File: config.mk
export PLATFORM = sky130hd
export DESIGN_NAME = line_receiver
export DESIGN_NICKNAME = d
export VERILOG_FILES = /design/src/hdl/line_rx_pkg.sv /design/src/hdl/edge_sync.sv /design/src/hdl/min_pulse_hold.sv /design/src/hdl/line_receiver.sv
export SDC_FILE = /design/constraint.sdc
export NUM_CORES = 1
export LEC_CHECK = 0
export ABC_AREA = 1
export ABC_CLOCK_PERIOD_IN_PS = 5800
export BUFFER_PORTS_ARGS = -buffer_cell sky130_fd_sc_hd__buf_2
export CAP_MARGIN = 10
export CORE_UTILIZATION = 30
export CTS_CLUSTER_SIZE = 40
export DETAILED_ROUTE_END_ITERATION = 6
export GPL_TIMING_DRIVEN = 1
export PLACE_DENSITY_LB_ADDON = 0.2
export SLEW_MARGIN = 20
export SYNTH_ARGS = -nofsm -noshare
export SYNTH_HDL_FRONTEND = slang
export SYNTH_SLANG_ARGS = --single-unit
File: constraint.sdc
create_clock -name sys_clk -period 5.8 [get_ports sys_clk]
set_clock_uncertainty 0.05 [all_clocks]
set_input_delay 1.16 -clock sys_clk [delete_from_list [all_inputs] [get_ports sys_clk]]
set_output_delay 1.16 -clock sys_clk [all_outputs]
set_load 0.005 [all_outputs]
File: src/hdl/line_rx_pkg.sv
package line_rx_pkg;
    // Register byte offsets
    localparam logic [7:0] CTRL_OFS = 8'h00;
    localparam logic [7:0] STATE_OFS = 8'h04;
    localparam logic [7:0] INT_STATUS_OFS = 8'h08;
    localparam logic [7:0] INT_MASK_OFS = 8'h0c;
    // Control fields
    localparam int CTRL_RAIL_EN_BIT = 0;
    localparam logic [31:0] CTRL_RESET = 32'h0000_0001;
    // State fields
    localparam int ST_LOS_BIT = 0;
    localparam int ST_LOL_BIT = 1;
    localparam int ST_ANA_LOS_BIT = 2;
    localparam int ST_DIG_LOS_BIT = 3;
    localparam int ST_THR_LSB = 4;
    // Interrupt events, same layout in status and mask
    localparam int EV_LOS_SET = 0;
    localparam int EV_LOL_SET = 1;
    localparam int EV_LOS_CLR = 2;
    localparam int EV_LOL_CLR = 3;
    localparam int EV_W = 4;
    localparam logic [EV_W-1:0] INT_MASK_RESET = 4'h0;
    // Alarm timing in recovered clock cycles
    localparam int ALARM_MIN_CYCLES = 32;
    localparam int ZERO_RUN_SET = 160;
    localparam int ONES_WINDOW = 32;
    localparam int ONES_CLEAR = 10;
    // Frequency comparison: window in reference cycles, limit per mille
    localparam int FREQ_WINDOW = 1024;
    localparam int FREQ_LIMIT_PERMIL = 5;
    localparam int FREQ_TOL = FREQ_WINDOW * FREQ_LIMIT_PERMIL / 1000;
    localparam int NO_DATA_BITS = 250;
    // Threshold select strap and code sent to the amplitude detector
    typedef enum logic [1:0] {
        THR_HIGHEST = 2'b00,
        THR_MIDDLE = 2'b01,
        THR_LOWEST = 2'b10
    } los_thr_t;
    typedef enum logic {
        LOCK_OK,
        LOCK_HUNT
    } lock_state_t;
    // AHB-Lite encodings
    localparam logic [1:0] HTRANS_NONSEQ = 2'b10;
    localparam logic [1:0] HTRANS_SEQ = 2'b11;
endpackage

File: src/hdl/edge_sync.sv
`timescale 1ns/1ns
module edge_sync
    import line_rx_pkg::*;
(
    // Clock and reset
    input wire logic sys_clk,
    input wire logic sys_rst,
    // Asynchronous level and its synchronised view
    input wire logic async_in,
    output logic level,
    output logic rise,
    output logic fall
);
    logic meta_r;
    logic sync_r;
    logic last_r;

    // First stage feeds only the second
    always_ff @(posedge sys_clk) begin
        if (sys_rst) begin
            meta_r <= 1'b0;
            sync_r <= 1'b0;
            last_r <= 1'b0;
        end else begin
            meta_r <= async_in;
            sync_r <= meta_r;
            last_r <= sync_r;
        end
    end

    assign level = sync_r;
    assign rise = sync_r & ~last_r;
    assign fall = ~sync_r & last_r;
endmodule

File: src/hdl/min_pulse_hold.sv
`timescale 1ns/1ns
module min_pulse_hold
    import line_rx_pkg::*;
#(
    parameter int MIN_TICKS = ALARM_MIN_CYCLES
) (
    // Clock and reset
    input wire logic sys_clk,
    input wire logic sys_rst,
    // Counting enable and raw alarm
    input wire logic tick,
    input wire logic req,
    // Alarm held for at least MIN_TICKS ticks
    output logic hold_out
);
    localparam int CW = $clog2(MIN_TICKS + 1);
    localparam logic [CW-1:0] LOAD = CW'(MIN_TICKS);
    logic [CW-1:0] cnt_r;
    logic out_r;

    always_ff @(posedge sys_clk) begin
        if (sys_rst) begin
            out_r <= 1'b0;
            cnt_r <= '0;
        end else if (req && !out_r) begin
            out_r <= 1'b1;
            cnt_r <= LOAD;
        end else if (out_r) begin
            if (tick && cnt_r != '0)
                cnt_r <= cnt_r - 1'b1;
            if (!req && cnt_r == '0)
                out_r <= 1'b0;
        end
    end

    assign hold_out = out_r;
endmodule

File: src/hdl/line_receiver.sv
`timescale 1ns/1ns
module line_receiver
    import line_rx_pkg::*;
#(
    parameter int WINDOW = FREQ_WINDOW
) (
    // Clock and reset
    input wire logic sys_clk,
    input wire logic sys_rst,
    // Analog front end and pins
    input wire logic recovered_clock_in,
    input wire logic reference_clock_in,
    input wire logic pos_pulse_in,
    input wire logic neg_pulse_in,
    input wire logic analog_los_in,
    input wire logic [1:0] los_threshold_select,
    input wire logic test_tristate_n,
    // Threshold code to the amplitude detector
    output logic [1:0] los_threshold_code,
    // System side outputs with enables
    output logic recovered_clock_out,
    output logic recovered_clock_oe,
    output logic positive_rail_data,
    output logic positive_rail_oe,
    output logic negative_rail_data,
    output logic negative_rail_oe,
    output logic signal_loss_alarm,
    output logic signal_loss_oe,
    output logic lock_loss_alarm,
    output logic lock_loss_oe,
    // AHB-Lite slave
    input wire logic hsel,
    input wire logic [7:0] haddr,
    input wire logic [1:0] htrans,
    input wire logic hwrite,
    input wire logic [2:0] hsize,
    input wire logic [31:0] hwdata,
    input wire logic hready,
    output logic hreadyout,
    output logic hresp,
    output logic [31:0] hrdata,
    // Interrupt
    output logic irq
);
    localparam int FW = $clog2(2 * WINDOW + 1);
    localparam logic [FW-1:0] WIN_LAST = FW'(WINDOW - 1);
    localparam logic [FW-1:0] TOL = FW'(WINDOW * FREQ_LIMIT_PERMIL / 1000);
    localparam logic [FW-1:0] SAT = {FW{1'b1}};
    localparam logic [7:0] ZRUN_SET = 8'(ZERO_RUN_SET);
    localparam logic [5:0] ONES_MIN = 6'(ONES_CLEAR);

    logic rclk_lvl, rclk_rise;
    logic ref_rise;
    logic pos_lvl, neg_lvl, ana_lvl, ict_lvl;
    logic [1:0] strap_lvl;

    edge_sync u_rclk (.sys_clk(sys_clk), .sys_rst(sys_rst),
        .async_in(recovered_clock_in), .level(rclk_lvl),
        .rise(rclk_rise), .fall());
    edge_sync u_ref (.sys_clk(sys_clk), .sys_rst(sys_rst),
        .async_in(reference_clock_in), .level(), .rise(ref_rise), .fall());
    edge_sync u_pos (.sys_clk(sys_clk), .sys_rst(sys_rst),
        .async_in(pos_pulse_in), .level(pos_lvl), .rise(), .fall());
    edge_sync u_neg (.sys_clk(sys_clk), .sys_rst(sys_rst),
        .async_in(neg_pulse_in), .level(neg_lvl), .rise(), .fall());
    edge_sync u_ana (.sys_clk(sys_clk), .sys_rst(sys_rst),
        .async_in(analog_los_in), .level(ana_lvl), .rise(), .fall());
    edge_sync u_ict (.sys_clk(sys_clk), .sys_rst(sys_rst),
        .async_in(test_tristate_n), .level(ict_lvl), .rise(), .fall());
    edge_sync u_st0 (.sys_clk(sys_clk), .sys_rst(sys_rst),
        .async_in(los_threshold_select[0]), .level(strap_lvl[0]),
        .rise(), .fall());
    edge_sync u_st1 (.sys_clk(sys_clk), .sys_rst(sys_rst),
        .async_in(los_threshold_select[1]), .level(strap_lvl[1]),
        .rise(), .fall());

    // Threshold strap: caught once after reset, later changes ignored.
    // The strap synchronisers restart with reset, so capture waits two
    // cycles until they show the pin again.
    logic strap_taken_r;
    logic [1:0] strap_wait_r;
    logic [1:0] thr_r;
    always_ff @(posedge sys_clk) begin
        if (sys_rst) begin
            strap_taken_r <= 1'b0;
            strap_wait_r <= 2'b00;
            thr_r <= THR_MIDDLE;
        end else if (!strap_wait_r[1]) begin
            strap_wait_r <= {strap_wait_r[0], 1'b1};
        end else if (!strap_taken_r) begin
            strap_taken_r <= 1'b1;
            unique case (strap_lvl)
                2'b11: thr_r <= THR_LOWEST;
                2'b00: thr_r <= THR_HIGHEST;
                default: thr_r <= THR_MIDDLE;
            endcase
        end
    end

    // Frequency comparison over a window of reference cycles
    logic [FW-1:0] ref_cnt_r, rec_cnt_r;
    logic freq_bad_r;
    logic [FW-1:0] diff;
    always_comb begin
        if (rec_cnt_r > WIN_LAST + 1'b1)
            diff = rec_cnt_r - WIN_LAST - 1'b1;
        else
            diff = WIN_LAST + 1'b1 - rec_cnt_r;
    end

    // Window of 1024 reference cycles exceeds 250 bit periods, so drift
    // after data loss cannot flag before then
    always_ff @(posedge sys_clk) begin
        if (sys_rst) begin
            ref_cnt_r <= '0;
            rec_cnt_r <= '0;
            freq_bad_r <= 1'b0;
        end else begin
            if (ref_rise && ref_cnt_r == WIN_LAST) begin
                ref_cnt_r <= '0;
                rec_cnt_r <= {{(FW-1){1'b0}}, rclk_rise};
                freq_bad_r <= diff > TOL;
            end else begin
                if (ref_rise)
                    ref_cnt_r <= ref_cnt_r + 1'b1;
                if (rclk_rise && rec_cnt_r != SAT)
                    rec_cnt_r <= rec_cnt_r + 1'b1;
            end
        end
    end

    // Lock hunting state
    lock_state_t lock_st_r;
    always_ff @(posedge sys_clk) begin
        if (sys_rst)
            lock_st_r <= LOCK_OK;
        else begin
            unique case (lock_st_r)
                LOCK_OK: if (freq_bad_r) lock_st_r <= LOCK_HUNT;
                LOCK_HUNT: if (!freq_bad_r) lock_st_r <= LOCK_OK;
            endcase
        end
    end

    logic lol_held;
    min_pulse_hold #(.MIN_TICKS(ALARM_MIN_CYCLES)) u_lol_hold (
        .sys_clk(sys_clk), .sys_rst(sys_rst), .tick(rclk_rise),
        .req(lock_st_r == LOCK_HUNT), .hold_out(lol_held));

    // Digital loss of signal: zero run and ones density over 32 bits
    logic [7:0] zrun_r;
    logic [ONES_WINDOW-1:0] bits_r;
    logic [5:0] ones_r;
    logic dig_raw_r;
    logic cur_bit;
    logic [5:0] ones_nxt;
    assign cur_bit = pos_lvl | neg_lvl;
    always_comb begin
        ones_nxt = ones_r + {5'b0, cur_bit} - {5'b0, bits_r[ONES_WINDOW-1]};
    end

    always_ff @(posedge sys_clk) begin
        if (sys_rst) begin
            zrun_r <= '0;
            bits_r <= '0;
            ones_r <= '0;
            dig_raw_r <= 1'b0;
        end else if (rclk_rise) begin
            bits_r <= {bits_r[ONES_WINDOW-2:0], cur_bit};
            ones_r <= ones_nxt;
            if (cur_bit)
                zrun_r <= '0;
            else if (zrun_r != ZRUN_SET)
                zrun_r <= zrun_r + 1'b1;
            if (!cur_bit && zrun_r == ZRUN_SET - 1'b1)
                dig_raw_r <= 1'b1;
            else if (dig_raw_r && ones_nxt >= ONES_MIN)
                dig_raw_r <= 1'b0;
        end
    end

    logic dig_held, ana_held;
    min_pulse_hold #(.MIN_TICKS(ALARM_MIN_CYCLES)) u_dig_hold (
        .sys_clk(sys_clk), .sys_rst(sys_rst), .tick(rclk_rise),
        .req(dig_raw_r), .hold_out(dig_held));
    min_pulse_hold #(.MIN_TICKS(ALARM_MIN_CYCLES)) u_ana_hold (
        .sys_clk(sys_clk), .sys_rst(sys_rst), .tick(rclk_rise),
        .req(ana_lvl), .hold_out(ana_held));

    // Control register
    logic rail_en_r;

    // Output pins; clock out is the synchronised level so rails change
    // on the same edge as its rise
    logic rclk_out_r, pos_r, neg_r, los_r, lol_r, oe_r;
    always_ff @(posedge sys_clk) begin
        if (sys_rst) begin
            rclk_out_r <= 1'b0;
            pos_r <= 1'b0;
            neg_r <= 1'b0;
            los_r <= 1'b0;
            lol_r <= 1'b0;
            oe_r <= 1'b0;
        end else begin
            rclk_out_r <= rclk_lvl;
            if (rclk_rise) begin
                pos_r <= rail_en_r & pos_lvl & ~neg_lvl;
                neg_r <= rail_en_r & neg_lvl & ~pos_lvl;
            end
            los_r <= ana_held | dig_held;
            lol_r <= lol_held;
            oe_r <= ict_lvl;
        end
    end

    // Bus slave: zero wait state, read data captured in address phase
    logic [EV_W-1:0] int_stat_r, int_mask_r;
    logic [31:0] rdata_r;
    logic wr_pend_r;
    logic [7:0] wr_addr_r;
    logic irq_r;
    logic acc;
    logic [31:0] state_word;
    logic [EV_W-1:0] ev;
    logic los_prev_r, lol_prev_r;

    assign acc = hsel && hready && (htrans == HTRANS_NONSEQ ||
        htrans == HTRANS_SEQ);
    always_comb begin
        state_word = '0;
        state_word[ST_LOS_BIT] = los_r;
        state_word[ST_LOL_BIT] = lol_r;
        state_word[ST_ANA_LOS_BIT] = ana_held;
        state_word[ST_DIG_LOS_BIT] = dig_held;
        state_word[ST_THR_LSB +: 2] = thr_r;
    end

    always_comb begin
        ev = '0;
        ev[EV_LOS_SET] = los_r & ~los_prev_r;
        ev[EV_LOL_SET] = lol_r & ~lol_prev_r;
        ev[EV_LOS_CLR] = ~los_r & los_prev_r;
        ev[EV_LOL_CLR] = ~lol_r & lol_prev_r;
    end

    always_ff @(posedge sys_clk) begin
        if (sys_rst) begin
            rdata_r <= '0;
            wr_pend_r <= 1'b0;
            wr_addr_r <= '0;
        end else begin
            wr_pend_r <= acc && hwrite;
            wr_addr_r <= haddr;
            if (acc && !hwrite) begin
                unique case (haddr)
                    CTRL_OFS: rdata_r <= {31'b0, rail_en_r};
                    STATE_OFS: rdata_r <= state_word;
                    INT_STATUS_OFS: rdata_r <= {28'b0, int_stat_r};
                    INT_MASK_OFS: rdata_r <= {28'b0, int_mask_r};
                    default: rdata_r <= '0;
                endcase
            end
        end
    end

    always_ff @(posedge sys_clk) begin
        if (sys_rst) begin
            rail_en_r <= CTRL_RESET[CTRL_RAIL_EN_BIT];
            int_mask_r <= INT_MASK_RESET;
        end else if (wr_pend_r) begin
            if (wr_addr_r == CTRL_OFS)
                rail_en_r <= hwdata[CTRL_RAIL_EN_BIT];
            if (wr_addr_r == INT_MASK_OFS)
                int_mask_r <= hwdata[EV_W-1:0];
        end
    end

    // Read of status clears it; a new event in that cycle survives
    always_ff @(posedge sys_clk) begin
        if (sys_rst) begin
            int_stat_r <= '0;
            los_prev_r <= 1'b0;
            lol_prev_r <= 1'b0;
            irq_r <= 1'b0;
        end else begin
            los_prev_r <= los_r;
            lol_prev_r <= lol_r;
            if (acc && !hwrite && haddr == INT_STATUS_OFS)
                int_stat_r <= ev;
            else
                int_stat_r <= int_stat_r | ev;
            irq_r <= |(int_stat_r & int_mask_r);
        end
    end

    assign los_threshold_code = thr_r;
    assign recovered_clock_out = rclk_out_r;
    assign positive_rail_data = pos_r;
    assign negative_rail_data = neg_r;
    assign signal_loss_alarm = los_r;
    assign lock_loss_alarm = lol_r;
    assign recovered_clock_oe = oe_r;
    assign positive_rail_oe = oe_r;
    assign negative_rail_oe = oe_r;
    assign signal_loss_oe = oe_r;
    assign lock_loss_oe = oe_r;
    assign hreadyout = 1'b1;
    assign hresp = 1'b0;
    assign hrdata = rdata_r;
    assign irq = irq_r;
endmodule

==> flow_summary.ini <==
[yosys]
netlist_area_um2 = 6840
synth_edf_count = 0
synth_ff_type = dfxtp_1
seq_area_frac_synth_pct = 43.6
synth_cell_types = 41
yosys_warnings = 0
yosys-top-cells-area = dfxtp_1 44%, nor2_1 10%, nand2_1 8.2%
syn_inst = 945
yosysTopAreaCell = dfxtp_1
syn_area_per_cell_um2 = 7.24
ys_ff_latch = 149
async_reset_ff_share_pct = 0
synth_top_area_share_pct = 43.6

[sta]
worst_slack_ns = 3.05
fin_crit_sh_pct = 47.5
hold_viol_final = 0
finalSetupViolations = 0
fin_setup_tns_ns = 0
fin_crit_ns = 2.75
rsz0062_at_grt = false
tightestPinTransition_ns = 0.757
slew_headroom_pct = 49.5
fmax_ghz = 0.363
report.final.slew_viol_count = 0

[place]
post-place-ws_ns = 2.53
dp_hpwl_um = 9550
globalplace.congestion = 0.816
portBuffers = 44

[worst_setup_path]
path_max_fanout = 61
critPathArrivalTime_ns = 3.00
path_class = primary input to flop
end_kind = flop
cp-start-kind = primary input
crit_required_ns = 6.05

[hold_path]
min_path_type = flop to flop

[die]
rows = 54
die_area_um2 = 23400
dieHeight_um = 153
fp.coreArea_um2 = 22100
die_w_um = 153
io_pins = 105
initial_core_util_pct = 31.0

[clock_network]
cts_num_sinks = 149
numCtsBuffers = 17
clk_latency_ns = 0.42
root_buffer = clkbuf_16
cts_hold_buffers = 0
cts_tree = done
postCtsSetupRepairBufs = 0
clkTransAtPathRegs_ns = 0.06
clockBufferDepth = 2
htree_levels = 4
cts_resized = 0

[routing]
num_vias = 5595
routed_wl_um = 13900
drtPass1Iterations = 4
first_iter_violations = 232
wl_per_cell_um = 10.9
via_per_inst = 4.39
drc_errors = 0
ant_nets = 0

[global_routing]
grt_pass1_wl_um = 23900
grt_antenna_before_repair = 0
grt_overflow_total = 0
first_global_vias = 5177
grtUsageTotal_pct = 12.5
grt_max_degree = 62

[final_layout]
drive_gt1_share_pct = 10.5
nets = 1059
nFillCells = 2354
antenna_cells = 0
final_cell_mix = 189 x nor2_1, 150 x nand2_1, 149 x dfxtp_1
area_growth_syn_to_layout_pct = 13.6
final_common_cell = nor2_1

[power_and_ir_drop]
p_int_uw = 1710
comb_power_share_pct = 5.9
power.switching_uw = 579
p_per_area_nw_per_um2 = 295
pwr-share-clk_pct = 47.5
p_seq_share_pct = 46.6
power_leakage_uw = 0.00343
swShare_pct = 25.3
vdd_drop_max_mv = 0.152

[outcome]
outcome = complete, no violations

[job]
cap_violations = 0
==> stage by stage <==
| step | hold WS (ns) | instances | cell area (µm²) | total power, µW | utilization (%) |
|---|---|---|---|---|---|
| 4_1_cts | 0.356 | 1274 | 7770 | 2330 | 35.2 |
| 5_1_grt | 0.368 | 1274 | 7770 | 2400 | 35.2 |
| 3_5_place_dp | 0.343 | 1242 | 7190 | 1230 | 32.5 |
| 3_3_place_gp | 0.340 | 1242 | 7190 | 1230 | 32.5 |
| 2_1_floorplan | 0.338 | 971 | 6940 | 1200 | - |
| 6_report | 0.351 | 1274 | 7770 | 2290 | 35.2 |
==> critical path: stages <==
cell,delay [ns]
buf_2,0.08
buf_4,0.51
clkinv_1,0.19
nand2_1,0.53
inv_1,0.29
o21ai_0,0.14
a21oi_1,0.05
==> worst paths after layout <==
kind                start           end  slack [ns]  cells past startpoint
max               sys_rst  rec_cnt_r[1]        3.05                      7
min          u_neg.meta_r   u_neg.level        0.35                      2
max reg2reg   u_neg.level     dig_raw_r        3.42                     11
min reg2reg  u_neg.meta_r   u_neg.level        0.35                      2
==> power groups by stage <==
stage	Combinational [µW]	Clock [µW]	Sequential (µW)
after CTS	138	1130	1070
after detailed placement	137	0	1090
after global placement	137	0	1090
final	135	1090	1070
after global routing	158	1170	1070
after floorplan	116	0	1090
==> cell families (layout without fill, tap and decap cells) <==
kind of cell	Yosys count	in the layout	synth area share [%]
and+or+nand+nor	450	450	28.2
buffers and inverters	171	194	11.5
DFF	149	149	43.6
other	2	28	0.110
xor gates and xnor gates	19	19	2.43
AOI/OAI and AO/OA	134	134	10.4
adders and majority gates	20	20	3.77
==> layout make-up <==
type,instances,area (µm²),area share [%]
timing repair buffer,47,243,3.12
inverter,115,437,5.62
sequential,149,2980,38.4
tap,280,350,4.51
clock buffer,17,425,5.47
multi-input combinational,651,3170,40.8
clock inverter,15,160,2.06
==> routing by layer <==
layer	track usage [%]	vias up	share of wire, %
li1	-	3009	-
met1	16.0	2530	51
met2	20.2	50	46
met3	3.18	6	2.4
met4	4.67	0	0.73
met5	0	-	0
==> state kept, by name, summed over array words and instances (netlist names), 2 cells and up <==
signal,flops
bits_r,32
hrdata,6
int_mask_r,4
int_stat_r,4
los_threshold_code,2
ones_r,6
rec_cnt_r,12
ref_cnt_r,12
strap_wait_r,2
u_ana_hold.cnt_r,6
u_dig_hold.cnt_r,6
u_lol_hold.cnt_r,6
wr_addr_r,8
zrun_r,8
==> Yosys cell counts (11+ instances only) <==
| cell | number |
|---|---|
| nor2_1 | 189 |
| nand2_1 | 150 |
| dfxtp_1 | 149 |
| inv_1 | 112 |
| a21oi_1 | 60 |
| o21ai_0 | 60 |
| nand3_1 | 52 |
| buf_4 | 33 |
| ha_1 | 19 |
| clkbuf_1 | 18 |
| nand4_1 | 15 |
| xor2_1 | 13 |
| nor3_1 | 11 |
Power figures use the tool's default switching activity.
